--- src/sac_pkg.sv ---
/*
 * Constants, register map and state codes of the converter control block.
 * Assumes an 8-bit register port and a 100 MHz mclk.
 */
package sac_pkg;

    // ------------------------------------------------------------
    // Register offsets
    // ------------------------------------------------------------
    localparam logic [7:0] OFF_STATUS_CONTROL = 8'h57;
    localparam logic [7:0] OFF_CLOCK_CONTROL  = 8'h58;
    localparam logic [7:0] OFF_RESULT_HIGH_0  = 8'h59;
    localparam logic [7:0] OFF_RESULT_LOW_0   = 8'h5a;
    localparam logic [7:0] OFF_SCAN_RESULT_1  = 8'h5b;
    localparam logic [7:0] OFF_SCAN_RESULT_2  = 8'h5c;
    localparam logic [7:0] OFF_SCAN_RESULT_3  = 8'h5d;
    localparam logic [7:0] OFF_SCAN_CONTROL   = 8'h5e;

    // ------------------------------------------------------------
    // Field positions
    // ------------------------------------------------------------
    localparam int BIT_DONE      = 7;
    localparam int BIT_IRQ_EN    = 6;
    localparam int BIT_CONT      = 5;
    localparam int BIT_PRE_LSB   = 5;
    localparam int BIT_SRC       = 4;
    localparam int BIT_JUST_LSB  = 2;
    localparam int BIT_SCAN_EN   = 2;

    // ------------------------------------------------------------
    // Values after reset and codes
    // ------------------------------------------------------------
    localparam logic [4:0] RST_CHANNEL   = 5'h1f;
    localparam logic [2:0] RST_PRESCALE  = 3'h0;
    localparam logic       RST_SOURCE    = 1'h0;
    localparam logic [1:0] RST_JUSTIFY   = 2'h1;
    localparam logic [1:0] RST_AUTO      = 2'h0;
    localparam logic [4:0] CH_REF_HIGH   = 5'h1d;
    localparam logic [4:0] CH_REF_LOW    = 5'h1e;
    localparam logic [4:0] CH_POWER_OFF  = 5'h1f;
    localparam logic [1:0] JUST_TRUNC    = 2'h0;
    localparam logic [1:0] JUST_RIGHT    = 2'h1;
    localparam logic [1:0] JUST_LEFT     = 2'h2;
    localparam logic [1:0] JUST_SIGNED   = 2'h3;

    // ------------------------------------------------------------
    // Timing in conversion clock periods
    // ------------------------------------------------------------
    localparam logic [3:0] CONV_LAST_TICK = 4'hf;

    typedef enum logic [2:0] {
        ST_IDLE  = 3'b001,
        ST_ALIGN = 3'b010,
        ST_CONV  = 3'b100
    } sac_state_e;

endpackage : sac_pkg

--- src/sac_control.sv ---
/*
 * Control logic around an eight-channel successive-approximation
 * converter: registers, channel select, conversion sequencing, result
 * justification, auto-scan, completion flag and interrupt request.
 * Assumes the analog core presents a settled result on sample_data at the
 * end of the sixteenth conversion clock period and that stop_mode is high
 * while the processor is stopped.
 */
`timescale 1ns/1ns
module sac_control (
    input  wire logic       mclk,
    input  wire logic       rstn,
    input  wire logic [7:0] addr,
    input  wire logic [7:0] wdata,
    input  wire logic       wr_en,
    input  wire logic       rd_en,
    output logic      [7:0] rdata,
    input  wire logic       osc_tick,
    input  wire logic       stop_mode,
    input  wire logic [9:0] sample_data,
    output logic      [4:0] mux_sel,
    output logic            conv_active,
    output logic            power_off,
    output logic            irq
);

    typedef struct packed {
        sac_pkg::sac_state_e st;
        logic                resume;
        logic [4:0]          ch;
        logic                irq_enable_bit;
        logic                continuous_bit;
        logic                done;
        logic                irq;
        logic [2:0]          div;
        logic                src;
        logic [1:0]          mode;
        logic                scan_en;
        logic [1:0]          auto;
        logic [1:0]          scnt;
        logic [3:0]          tcnt;
        logic                lock;
        logic [7:0]          hi;
        logic [3:0][7:0]     lo;
        logic [7:0]          rdata;
    } sac_ctl_s;

    sac_ctl_s q;
    sac_ctl_s d;
    logic     tick;
    logic     wr_sc;
    logic     wr_ck;
    logic     wr_as;
    logic     rd_hi;
    logic     rd_lo0;
    logic     rd_lo_any;
    logic     conv_end;
    logic     cyc_end;
    logic     start_ok;

    // ------------------------------------------------------------
    // Conversion clock
    // ------------------------------------------------------------
    sac_prescaler u_pre (
        .mclk     (mclk),
        .rstn     (rstn),
        .src_bus  (q.src),
        .prescale (q.div),
        .osc_tick (osc_tick),
        .adc_tick (tick)
    );

    // ------------------------------------------------------------
    // Decode and events
    // ------------------------------------------------------------
    assign wr_sc     = wr_en && addr == sac_pkg::OFF_STATUS_CONTROL;
    assign wr_ck     = wr_en && addr == sac_pkg::OFF_CLOCK_CONTROL;
    assign wr_as     = wr_en && addr == sac_pkg::OFF_SCAN_CONTROL;
    assign rd_hi     = rd_en && addr == sac_pkg::OFF_RESULT_HIGH_0;
    assign rd_lo0    = rd_en && addr == sac_pkg::OFF_RESULT_LOW_0;
    assign rd_lo_any = rd_en && addr >= sac_pkg::OFF_RESULT_LOW_0
                             && addr <= sac_pkg::OFF_SCAN_RESULT_3;
    assign conv_end  = q.st == sac_pkg::ST_CONV && tick
                       && q.tcnt == sac_pkg::CONV_LAST_TICK;
    assign cyc_end   = conv_end && (!q.scan_en || q.scnt == q.auto);
    assign start_ok  = q.scan_en || wdata[4:0] != sac_pkg::CH_POWER_OFF;

    // ------------------------------------------------------------
    // Next state
    // ------------------------------------------------------------
    always_comb
    begin
        d       = q;
        d.rdata = 8'h00;

        // Register writes
        if (wr_sc)
        begin
            d.irq_enable_bit = wdata[sac_pkg::BIT_IRQ_EN];
            d.continuous_bit = wdata[sac_pkg::BIT_CONT];
            d.ch   = wdata[4:0];
        end
        if (wr_ck)
        begin
            d.div  = wdata[sac_pkg::BIT_PRE_LSB +: 3];
            d.src  = wdata[sac_pkg::BIT_SRC];
            d.mode = wdata[sac_pkg::BIT_JUST_LSB +: 2];
        end
        if (wr_as)
        begin
            d.scan_en = wdata[sac_pkg::BIT_SCAN_EN];
            d.auto    = wdata[1:0];
        end

        // Sequencer
        unique case (q.st)
            sac_pkg::ST_IDLE:
            begin
                d.tcnt = 4'h0;
            end
            sac_pkg::ST_ALIGN:
            begin
                if (tick)
                begin
                    d.st   = sac_pkg::ST_CONV;
                    d.tcnt = 4'h0;
                end
            end
            sac_pkg::ST_CONV:
            begin
                if (tick)
                    d.tcnt = q.tcnt + 4'h1;
                if (conv_end)
                begin
                    d.tcnt = 4'h0;
                    if (q.scan_en && q.scnt != q.auto)
                        d.scnt = q.scnt + 2'h1;
                    else if (!q.scan_en && q.continuous_bit)
                        d.st = sac_pkg::ST_CONV;
                    else
                        d.st = sac_pkg::ST_IDLE;
                end
            end
        endcase

        // Control write restarts the sequence, or idles it on the power-off channel without scan
        if (wr_sc)
        begin
            d.scnt = 2'h0;
            d.tcnt = 4'h0;
            d.st   = start_ok ? sac_pkg::ST_ALIGN : sac_pkg::ST_IDLE;
        end

        // Stop aborts and remembers to resume
        if (stop_mode)
        begin
            if (d.st != sac_pkg::ST_IDLE)
                d.resume = 1'b1;
            d.st   = sac_pkg::ST_IDLE;
            d.tcnt = 4'h0;
        end
        else if (q.resume)
        begin
            d.resume = 1'b0;
            if (d.st == sac_pkg::ST_IDLE)
                d.st = sac_pkg::ST_ALIGN;
        end

        // Interlock of the result pair
        if (rd_hi && q.mode != sac_pkg::JUST_TRUNC)
            d.lock = 1'b1;
        if (rd_lo0 || wr_sc || wr_ck)
            d.lock = 1'b0;

        // Result store
        if (conv_end)
        begin
            if (q.scan_en)
                d.lo[q.scnt] = sample_data[9:2];
            else if (!q.lock || q.mode == sac_pkg::JUST_TRUNC)
            begin
                unique case (q.mode)
                    sac_pkg::JUST_TRUNC:
                    begin
                        d.hi    = 8'h00;
                        d.lo[0] = sample_data[9:2];
                    end
                    sac_pkg::JUST_RIGHT:
                    begin
                        d.hi    = {6'h00, sample_data[9:8]};
                        d.lo[0] = sample_data[7:0];
                    end
                    sac_pkg::JUST_LEFT:
                    begin
                        d.hi    = sample_data[9:2];
                        d.lo[0] = {sample_data[1:0], 6'h00};
                    end
                    sac_pkg::JUST_SIGNED:
                    begin
                        d.hi    = {~sample_data[9], sample_data[8:2]};
                        d.lo[0] = {sample_data[1:0], 6'h00};
                    end
                endcase
            end
        end

        // Completion flag, set wins over clear
        d.done = (conv_end && !q.irq_enable_bit)
                 || (q.done && !(wr_sc || wr_ck || rd_lo_any));

        // Interrupt level, set wins over clear
        d.irq = d.irq_enable_bit && ((cyc_end && q.irq_enable_bit)
                 || (q.irq && !(rd_hi || rd_lo0 || wr_sc)));

        // Read data
        if (rd_en)
        begin
            unique case (addr)
                sac_pkg::OFF_STATUS_CONTROL:
                    d.rdata = {q.done && !q.irq_enable_bit, q.irq_enable_bit, q.continuous_bit, q.ch};
                sac_pkg::OFF_CLOCK_CONTROL:
                    d.rdata = {q.div, q.src, q.mode, 2'h0};
                sac_pkg::OFF_RESULT_HIGH_0:
                    d.rdata = q.hi;
                sac_pkg::OFF_RESULT_LOW_0:
                    d.rdata = q.lo[0];
                sac_pkg::OFF_SCAN_RESULT_1:
                    d.rdata = q.lo[1];
                sac_pkg::OFF_SCAN_RESULT_2:
                    d.rdata = q.lo[2];
                sac_pkg::OFF_SCAN_RESULT_3:
                    d.rdata = q.lo[3];
                sac_pkg::OFF_SCAN_CONTROL:
                    d.rdata = {5'h00, q.scan_en, q.auto};
                default:
                    d.rdata = 8'h00;
            endcase
        end
    end

    // ------------------------------------------------------------
    // State register
    // ------------------------------------------------------------
    always_ff @(posedge mclk or negedge rstn)
    begin
        if (!rstn)
        begin
            q         <= '0;
            q.st      <= sac_pkg::ST_IDLE;
            q.ch      <= sac_pkg::RST_CHANNEL;
            q.div     <= sac_pkg::RST_PRESCALE;
            q.src     <= sac_pkg::RST_SOURCE;
            q.mode    <= sac_pkg::RST_JUSTIFY;
            q.auto    <= sac_pkg::RST_AUTO;
        end
        else
        begin
            q <= d;
        end
    end

    // ------------------------------------------------------------
    // Outputs
    // ------------------------------------------------------------
    assign rdata       = q.rdata;
    assign mux_sel     = q.scan_en ? {3'h0, q.scnt} : q.ch;
    assign power_off   = !q.scan_en && q.ch == sac_pkg::CH_POWER_OFF;
    assign conv_active = q.st != sac_pkg::ST_IDLE;
    assign irq         = q.irq;

    logic [4:0] chk_ticks_q;

    // Ticks counted since the current conversion began, cleared at each conversion end
    always_ff @(posedge mclk or negedge rstn)
    begin
        if (!rstn)
            chk_ticks_q <= 5'h00;
        else if (q.st != sac_pkg::ST_CONV || conv_end)
            chk_ticks_q <= 5'h00;
        else if (tick)
            chk_ticks_q <= chk_ticks_q + 5'h01;
    end
endmodule : sac_control

--- src/sac_prescaler.sv ---
/*
 * Conversion clock prescaler: picks the bus clock or the oscillator tick
 * and divides it by 1, 2, 4, 8 or 16 into one-cycle ticks.
 * Assumes osc_tick is a one-cycle pulse synchronous to mclk.
 */
`timescale 1ns/1ns
module sac_prescaler (
    input  wire logic       mclk,
    input  wire logic       rstn,
    input  wire logic       src_bus,
    input  wire logic [2:0] prescale,
    input  wire logic       osc_tick,
    output logic            adc_tick
);

    typedef struct packed {
        logic [3:0] cnt;
        logic       tick;
    } sac_pre_s;

    sac_pre_s   q;
    sac_pre_s   d;
    logic [3:0] last;
    logic       src_tick;

    // ------------------------------------------------------------
    // Divider
    // ------------------------------------------------------------
    always_comb
    begin
        d        = q;
        src_tick = src_bus | osc_tick;
        last     = prescale[2] ? 4'hf : 4'((5'h01 << prescale[1:0]) - 5'h01);
        d.tick   = 1'b0;
        if (src_tick)
        begin
            if (q.cnt >= last)
            begin
                d.cnt  = 4'h0;
                d.tick = 1'b1;
            end
            else
            begin
                d.cnt = q.cnt + 4'h1;
            end
        end
    end

    always_ff @(posedge mclk or negedge rstn)
    begin
        if (!rstn)
            q <= '0;
        else
            q <= d;
    end

    assign adc_tick = q.tick;

endmodule : sac_prescaler

--- config.mk ---
export PLATFORM = sky130hd
export DESIGN_NAME = sac_control
export DESIGN_NICKNAME = d
export VERILOG_FILES = /design/src/sac_pkg.sv /design/src/sac_control.sv /design/src/sac_prescaler.sv
export SDC_FILE = /design/constraint.sdc
export NUM_CORES = 1
export LEC_CHECK = 0
export BUFFER_PORTS_ARGS = -buffer_cell sky130_fd_sc_hd__buf_2
export CORE_ASPECT_RATIO = 1.1
export CORE_MARGIN = 4
export CORE_UTILIZATION = 59
export CTS_CLUSTER_DIAMETER = 200
export DETAILED_ROUTE_END_ITERATION = 10
export PLACE_DENSITY = 0.83
export SLEW_MARGIN = 20
export SYNTH_ARGS = -nofsm -noshare
export SYNTH_HDL_FRONTEND = slang
export SYNTH_HIERARCHICAL = 1
export SYNTH_SLANG_ARGS = --single-unit
--- constraint.sdc ---
create_clock -name mclk -period 1.85 [get_ports mclk]
set_input_delay 0.4625 -clock mclk [delete_from_list [all_inputs] [get_ports mclk]]
set_output_delay 0.4625 -clock mclk [all_outputs]
set_load 0.005 [all_outputs]
==> results.json, run 1 <==
{
  "crit_path_start_kind": "flip-flop",
  "grt_pass1_vias": 3615,
  "synthCells": 436,
  "synth-edff-count": 0,
  "type_of_destination_of_the_critical_path": "output port",
  "syn2layout_area_growth_pct": 16.9,
  "max-slew-margin-rel": 0.678,
  "clkPwrFrac": 0.321,
  "wl_per_cell_um": 18.7,
  "drive_gt1_frac": 0.313,
  "die-height_um": 99.8,
  "synth_async_sr_flop_share": 1.00,
  "power.combinational.fraction": 0.167,
  "critical_path.cell_chain": "nand4_1 -> nor3b_1 -> buf_2",
  "grt_start_max_net_pins": 83,
  "detail_route.drc_violations": 0,
  "hpwl_dp_mm": 8.37,
  "power_density_relative_to_cell_area_mw_per_mm2": 727,
  "data_arrival_time_of_the_worst_path_ns": 1.35,
  "diodes": 0,
  "timing.critical_path.fanout_max": 4,
  "gpl.final_weighted_congestion": 0.937,
  "fin_worst_skew_ns": 0.0109,
  "grt_overflow_total": 0,
  "design.die.area_mm2": 0.00913,
  "sequentialPowerShare": 0.512,
  "r2r_end": "u_pre/q[1]",
  "firstDrtPassIters": 6,
  "max_freq_mhz": 552,
  "synth_cell_types": 58,
  "placement_rows": 33,
  "fp.coreArea_mm2": 0.00747,
  "sw_frac_of_total": 0.277,
  "critPathSlowestCell": "sky130_fd_sc_hd__dfstp_2",
  "number_of_antenna_violations_at_the_first_check_in_global_routing": 0,
  "initial_core_util": 0.605,
  "max_cap_viol_count": 0,
  "mappedNetlistNets": 478,
  "r2r_cells": 7,
  "fin_crit_ns": 1.81,
  "dr_total_vias": 3695,
  "net_switching_power_mw": 1.07,
  "synth_area_per_cell_um2": 10.4,
  "worst_skew_pair.late_latency_ns": 0.36,
  "ir_drop_v": 0.000487,
  "worst_setup_hold_path_clk_slew_ns": 0.09,
  "setup_tns_ns": 0,
  "run_status": "complete, no violations",
  "grt_pass1_wl_mm": 18.7,
  "numCtsBuffers": 9,
  "io_buffers": 47,
  "clock_sinks": 82,
  "finalNetCount": 552,
  "worstReg2RegStart": "q[61]",
  "synthesis.yosys.warnings": 6,
  "final_report_max_slew_violation_count": 0,
  "cts_max_level": 3,
  "wirelength_mm": 11.6,
  "cts.hold.buffers_added": 0,
  "cts_root_cell": "sky130_fd_sc_hd__clkbuf_8",
  "syn-cell-area_mm2": 0.00452,
  "report.final.setup_viol": 0,
  "stdcell_count": 620,
  "globalRouteTotalUtil": 0.264,
  "layout_common_cells": "sky130_fd_sc_hd__dfrtp_1, sky130_fd_sc_hd__nand2_1, sky130_fd_sc_hd__buf_2, sky130_fd_sc_hd__buf_4, sky130_fd_sc_hd__mux2_4",
  "via_per_inst": 5.96,
  "synth_sequential_area_ratio": 0.456,
  "tritoncts": "yes",
  "die_width_um": 91.5,
  "timing.final.hold_violations": 0,
  "setup.reg_to_reg.worst_slack_ns": 0.04,
  "yosys_register_bits": 82,
  "max_slew.worst_pin.slew_ns": 0.481,
  "total_leakage_power_nw": 2.54,
  "ant_nets": 0,
  "layout.filler_cells": 519,
  "clock_tree.buffer_depth": 2,
  "commonest_non_fill_non_tap_cell_in_the_layout": "sky130_fd_sc_hd__dfrtp_1",
  "ios": 48,
  "period_share": 0.980,
  "crit_required_ns": 1.39,
  "hold_crit_path_type": "in -> async",
  "drt-initial-drc-count": 372,
  "multi_input_comb_area_mm2": 0.00230,
  "seq_area_mm2": 0.00206,
  "cell_count_post_placement": 598,
  "dominantRegCellSynth": "sky130_fd_sc_hd__dfrtp_1",
  "critical_path_class": "reg -> out",
  "crit_path_max_incr_delay_ns": 0.57,
  "cellInternalPower_mw": 2.78
}
-- synth_stat cells, types with 3 or more instances --
library cell                n  share of area
sky130_fd_sc_hd__dfrtp_1   75           0.42
sky130_fd_sc_hd__nand2_1   63          0.052
sky130_fd_sc_hd__mux2_4    24          0.080
sky130_fd_sc_hd__a21oi_1   22          0.024
sky130_fd_sc_hd__o21ai_1   20          0.022
sky130_fd_sc_hd__nor2_1    18          0.015
sky130_fd_sc_hd__a22oi_1   15          0.025
sky130_fd_sc_hd__nand3_1   15          0.017
sky130_fd_sc_hd__nor2b_1   13          0.018
sky130_fd_sc_hd__buf_2     12          0.013
sky130_fd_sc_hd__mux2i_1   12          0.027
sky130_fd_sc_hd__ha_1      10          0.028
sky130_fd_sc_hd__mux2_2    10          0.025
sky130_fd_sc_hd__nor3_1    10          0.011
sky130_fd_sc_hd__buf_4      9          0.015
sky130_fd_sc_hd__o21ai_0    9          0.010
sky130_fd_sc_hd__inv_1      8         0.0066
sky130_fd_sc_hd__dfstp_2    7          0.041
sky130_fd_sc_hd__a31oi_1    5         0.0069
sky130_fd_sc_hd__o22ai_1    5         0.0069
sky130_fd_sc_hd__nand2b_1   4         0.0055
sky130_fd_sc_hd__o211ai_1   4         0.0066
sky130_fd_sc_hd__or3_1      4         0.0055
sky130_fd_sc_hd__xnor2_1    4         0.0077
sky130_fd_sc_hd__a21o_1     3         0.0050
sky130_fd_sc_hd__and3_1     3         0.0042
sky130_fd_sc_hd__clkbuf_1   3         0.0025
sky130_fd_sc_hd__mux2_1     3         0.0075
sky130_fd_sc_hd__nand3_4    3          0.012
sky130_fd_sc_hd__nand4_1    3         0.0042
-- worst max-delay path: cells and delay by family, from the launching register on --
family	cells	cell delay [ns]
simple gates	2	0.28
flops	1	0.57
buf+inv	1	0.14
-- power groups by stage --
stage | sequential (mW) | combinational (mW) | clock, mW
6_report | 1.97 | 0.641 | 1.24
5_1_grt | 1.98 | 0.708 | 1.31
4_1_cts | 1.96 | 0.603 | 1.24
3_5_place_dp | 2.00 | 0.593 | 0
3_3_place_gp | 1.99 | 0.564 | 0
2_1_floorplan | 1.98 | 0.347 | 0
-- flip-flops by register name, summed over array words and instances (netlist names) --
| register | flops |
|---|---|
| u_pre/q | 4 |
| irq | 1 |
| rdata | 8 |
| q | 68 |
| u_pre/adc_tick | 1 |
-- stage by stage --
| stage | setup WS [ns] | instance area (um2) | hold slack, ns | utilization | total power [mW] |
|---|---|---|---|---|---|
| after global routing | -0.00368 | 5290 | 0.147 | 0.707 | 4.00 |
| final | 0.0371 | 5290 | 0.108 | 0.707 | 3.84 |
| after CTS | 0.00531 | 5230 | 0.134 | 0.700 | 3.81 |
| after detailed placement | -0.0290 | 5030 | 0.477 | 0.673 | 2.59 |
| after global placement | 0.0185 | 5030 | 0.466 | 0.673 | 2.56 |
| after floorplan | 0.106 | 4520 | 0.167 | - | 2.32 |
-- cell type report --
type                            instances  area share
Clock buffer                           14      0.0327
Clock inverter                          2     0.00189
Inverter                                8     0.00568
Multi-Input combinational cell        320       0.435
Sequential cell                        82       0.390
Tap cell                              105      0.0249
Timing Repair Buffer                   89       0.109
-- worst max path at each step --
stage,slack [ns],from,end
floorplan,0.11,q[57],mux_sel[0]
global placement,0.02,addr[5],q[56]
detailed placement,-0.03,addr[5],q[55]
CTS,0.005,q[61],u_pre/q[3]
global route,-0.004,q[69],power_off
finish,0.04,q[69],power_off
-- kinds of logic (layout without fill, tap and decap cells) --
family	Yosys count	in the layout	synth area share
mux	51	51	0.149
xor+xnor	6	6	0.0116
flops	82	82	0.456
compound gates	97	97	0.133
simple gates	156	156	0.182
buf+inv	34	113	0.0410
fa+ha+maj	10	10	0.0277
-- metal layers --
metal / wire length, um / track usage
met1: 4950 / 0.347
met2: 5610 / 0.434
met3: 691 / 0.0540
met4: 313 / 0.101
met5: 0 / 0
-- timing repair --
item | in CTS | in global routing
resized for setup | 1 | 5
setup buffers | 2 | 4
endpoints found under the setup margin | 2 | 43
pin swaps | 0 | 3
(Power assumes the default switching activity.)
==> run 2: changes to the inputs <==
- SYNTH_HIERARCHICAL: 1 -> unset
==> run 2 against run 1 <==
  * The run now ends with setup timing left
  * Register-to-register slack got worse by 0.32 ns
  * Maximum frequency decreased by 15%
  * Worst setup slack worse by 0.32 ns
  * Total power increased by 7.7%
  * Sequential power about the same
  * Clock skew decreased by 0.0021 ns
  * Sequential cell count unchanged
  * Global-route usage down 0.35 points
  * Non-clock buffer count rose by 10
  * First-iteration DRC count down 28%
  * Synthesized cell count down 2.5%
  * Wire length fell by 1.5%
==> results.json, run 2 <==
{
  "synth_area_per_cell_um2": 10.6,
  "ant_nets": 0,
  "placement_rows": 33,
  "detail_route.drc_violations": 0,
  "die-height_um": 99.8,
  "data_arrival_time_of_the_worst_path_ns": 2.42,
  "diodes": 0,
  "run_status": "finished with violations",
  "synth.largest_area_cell": "sky130_fd_sc_hd__dfrtp_1",
  "rsz0062_at_grt": "yes",
  "largest-register": "q",
  "grt_use_met2": 0.452,
  "clock_tree.buffer_depth": 2,
  "grt_start_max_net_pins": 41,
  "setup_tns_ns": -1.03,
  "r2r_end": "u_pre.q[3]",
  "layout.filler_cells": 543,
  "max-slew-margin-rel": 0.524,
  "fin_crit_ns": 2.13,
  "synthesis.yosys.warnings": 0,
  "synth_cell_types": 64,
  "max_cap_viol_count": 0,
  "cts.hold.buffers_added": 0,
  "commonest_non_fill_non_tap_cell_in_the_layout": "sky130_fd_sc_hd__dfrtp_1",
  "hpwl_dp_mm": 8.49,
  "setup.reg_to_reg.worst_slack_ns": -0.28,
  "synth_sequential_area_ratio": 0.456,
  "wirelength_mm": 11.4,
  "grt_overflow_total": 0,
  "clock_sinks": 82,
  "total_leakage_power_nw": 2.61,
  "crit_path_start_kind": "flip-flop",
  "violated_checks": "setup timing",
  "worst_skew_pair.late_latency_ns": 0.35,
  "cts_root_cell": "sky130_fd_sc_hd__clkbuf_8",
  "mappedNetlistNets": 467,
  "fp.coreArea_mm2": 0.00747,
  "worst_setup_hold_path_clk_slew_ns": 0.08,
  "number_of_antenna_violations_at_the_first_check_in_global_routing": 0,
  "syn-cell-area_mm2": 0.00452,
  "io_buffers": 47,
  "synthCells": 425,
  "synth.most_common_cell": "sky130_fd_sc_hd__dfrtp_1",
  "yosys_register_bits": 82,
  "gr-usage-met1": 0.326,
  "tritoncts": "yes",
  "die_width_um": 91.4,
  "firstDrtPassIters": 5,
  "ios": 48,
  "max_freq_mhz": 470,
  "synth_async_sr_flop_share": 1.00,
  "ir_drop_v": 0.000496,
  "grt.busiest_layer": "met2",
  "numCtsBuffers": 9,
  "global_routing_met3_resource_utilization": 0.0472,
  "worstReg2RegStart": "q[61]",
  "finalNetCount": 552,
  "syn2layout_area_growth_pct": 19.8,
  "synth-edff-count": 0,
  "initial_core_util": 0.605,
  "post_synth_main_area_contributors": "sky130_fd_sc_hd__dfrtp_1, sky130_fd_sc_hd__mux2_4, sky130_fd_sc_hd__nand2_1, sky130_fd_sc_hd__dfstp_2, sky130_fd_sc_hd__mux2_2",
  "final_report_max_slew_violation_count": 0,
  "fin_total_pwr_mw": 4.14,
  "grt_pass1_wl_mm": 18.6,
  "grt_pass1_vias": 3758,
  "report.final.setup_viol": 5,
  "via_per_inst": 5.98,
  "globalRouteTotalUtil": 0.261,
  "drive_gt1_frac": 0.350,
  "number_of_flip_flops_under_the_largest_register_name": 68,
  "timing.final.hold_violations": 0,
  "fin_worst_skew_ns": 0.00877,
  "design.die.area_mm2": 0.00912,
  "setup_slack_after_layout_ns": -0.279,
  "synth.top_cell.area_share": 0.415,
  "hold_crit_path_type": "in -> async",
  "dominantRegCellSynth": "sky130_fd_sc_hd__dfrtp_1",
  "crit_required_ns": 2.14,
  "period_share": 1.15,
  "synth.top_cells.by_count": "sky130_fd_sc_hd__dfrtp_1, sky130_fd_sc_hd__nand2_1, sky130_fd_sc_hd__mux2_4, sky130_fd_sc_hd__o21ai_0, sky130_fd_sc_hd__a21oi_1",
  "drt-initial-drc-count": 267,
  "gpl.final_weighted_congestion": 0.885,
  "layout_common_cells": "sky130_fd_sc_hd__dfrtp_1, sky130_fd_sc_hd__nand2_1, sky130_fd_sc_hd__buf_4, sky130_fd_sc_hd__buf_2",
  "r2r_cells": 8,
  "cts_max_level": 3,
  "power_density_relative_to_cell_area_mw_per_mm2": 765,
  "wl_per_cell_um": 18.4,
  "critical_path_class": "reg -> reg",
  "max_slew.worst_pin.slew_ns": 0.708,
  "timing.critical_path.fanout_max": 3,
  "dr_total_vias": 3708,
  "type_of_destination_of_the_critical_path": "flip-flop"
}
## run 2: cell count changes in the layout (fill, tap and decap cells not counted), moves of 4 or more
cell	change
sky130_fd_sc_hd__o22ai_1	-4
sky130_fd_sc_hd__o21ai_1	-20
sky130_fd_sc_hd__o21ai_0	+15
sky130_fd_sc_hd__buf_4	+8
## run 2: layout make-up
class	count	area [um2]	area share
Multi-Input combinational cell	310	2330	0.431
Sequential cell	82	2060	0.381
Timing Repair Buffer	99	669	0.124
Clock buffer	13	149	0.0275
Tap cell	105	131	0.0243
Clock inverter	3	40.0	0.00740
Inverter	8	30.0	0.00555
## run 2: cell families after synthesis
family / count (synthesis) / synth area share
adders and majority gates: 10 / 0.0277
AOI/OAI and AO/OA: 88 / 0.124
buffers and inverters: 33 / 0.0410
muxes: 51 / 0.154
DFF: 82 / 0.456
and+or+nand+nor: 156 / 0.188
xor gates and xnor gates: 5 / 0.00969
## run 2: worst max-delay path, stage by stage, from the launching register on
cell and delay [ns]:
sky130_fd_sc_hd__dfrtp_1 0.39, sky130_fd_sc_hd__or3_1 0.38, sky130_fd_sc_hd__ha_1 0.28, sky130_fd_sc_hd__nand2b_4 0.15
sky130_fd_sc_hd__a2111oi_4 0.38, sky130_fd_sc_hd__nor3_2 0.12, sky130_fd_sc_hd__buf_4 0.16, sky130_fd_sc_hd__o22ai_2 0.10
sky130_fd_sc_hd__a21o_1 0.12
## run 2: layer usage
layer | routed length [um] | vias to the layer above | share of wire
li1 | - | 1700 | -
met1 | 4760 | 1848 | 0.42
met2 | 5820 | 136 | 0.51
met3 | 554 | 24 | 0.049
met4 | 246 | 0 | 0.022
met5 | 0 | - | 0
## run 2: repair_timing
| item | 4_1_cts | 5_1_grt |
|---|---|---|
| endpoints found under the setup margin | 15 | 34 |
| gates cloned | 0 | 0 |
| setup buffers | 3 | 6 |
| resized for setup | 5 | 4 |
| pin swaps | 1 | 4 |
| hold endpoints to repair | 0 | 0 |
## run 2: worst max path at each step
stage	from	end	slack [ns]
final	q[61]	u_pre.q[3]	-0.28
after global routing	q[61]	u_pre.q[3]	-0.39
after CTS	q[61]	u_pre.q[3]	-0.22
after detailed placement	q[61]	u_pre.q[3]	-0.24
after global placement	q[61]	u_pre.q[3]	-0.17
after floorplan	q[63]	u_pre.q[3]	-0.17
## run 2: power by group
group	switching (mW)	internal, mW
logic	0.425	0.438
registers	0.0851	1.91
clock network	0.624	0.659
## run 2: metrics by stage
| step | worst slack, ns | util | hold WS [ns] | cell area [um2] | cells |
|---|---|---|---|---|---|
| after floorplan | -0.168 | - | 0.167 | 4550 | 425 |
| after global placement | -0.172 | 0.686 | 0.458 | 5120 | 595 |
| after detailed placement | -0.235 | 0.686 | 0.465 | 5120 | 595 |
| after CTS | -0.221 | 0.716 | 0.0787 | 5350 | 614 |
| after global routing | -0.386 | 0.724 | 0.103 | 5410 | 620 |
| final | -0.279 | 0.724 | 0.0728 | 5410 | 620 |
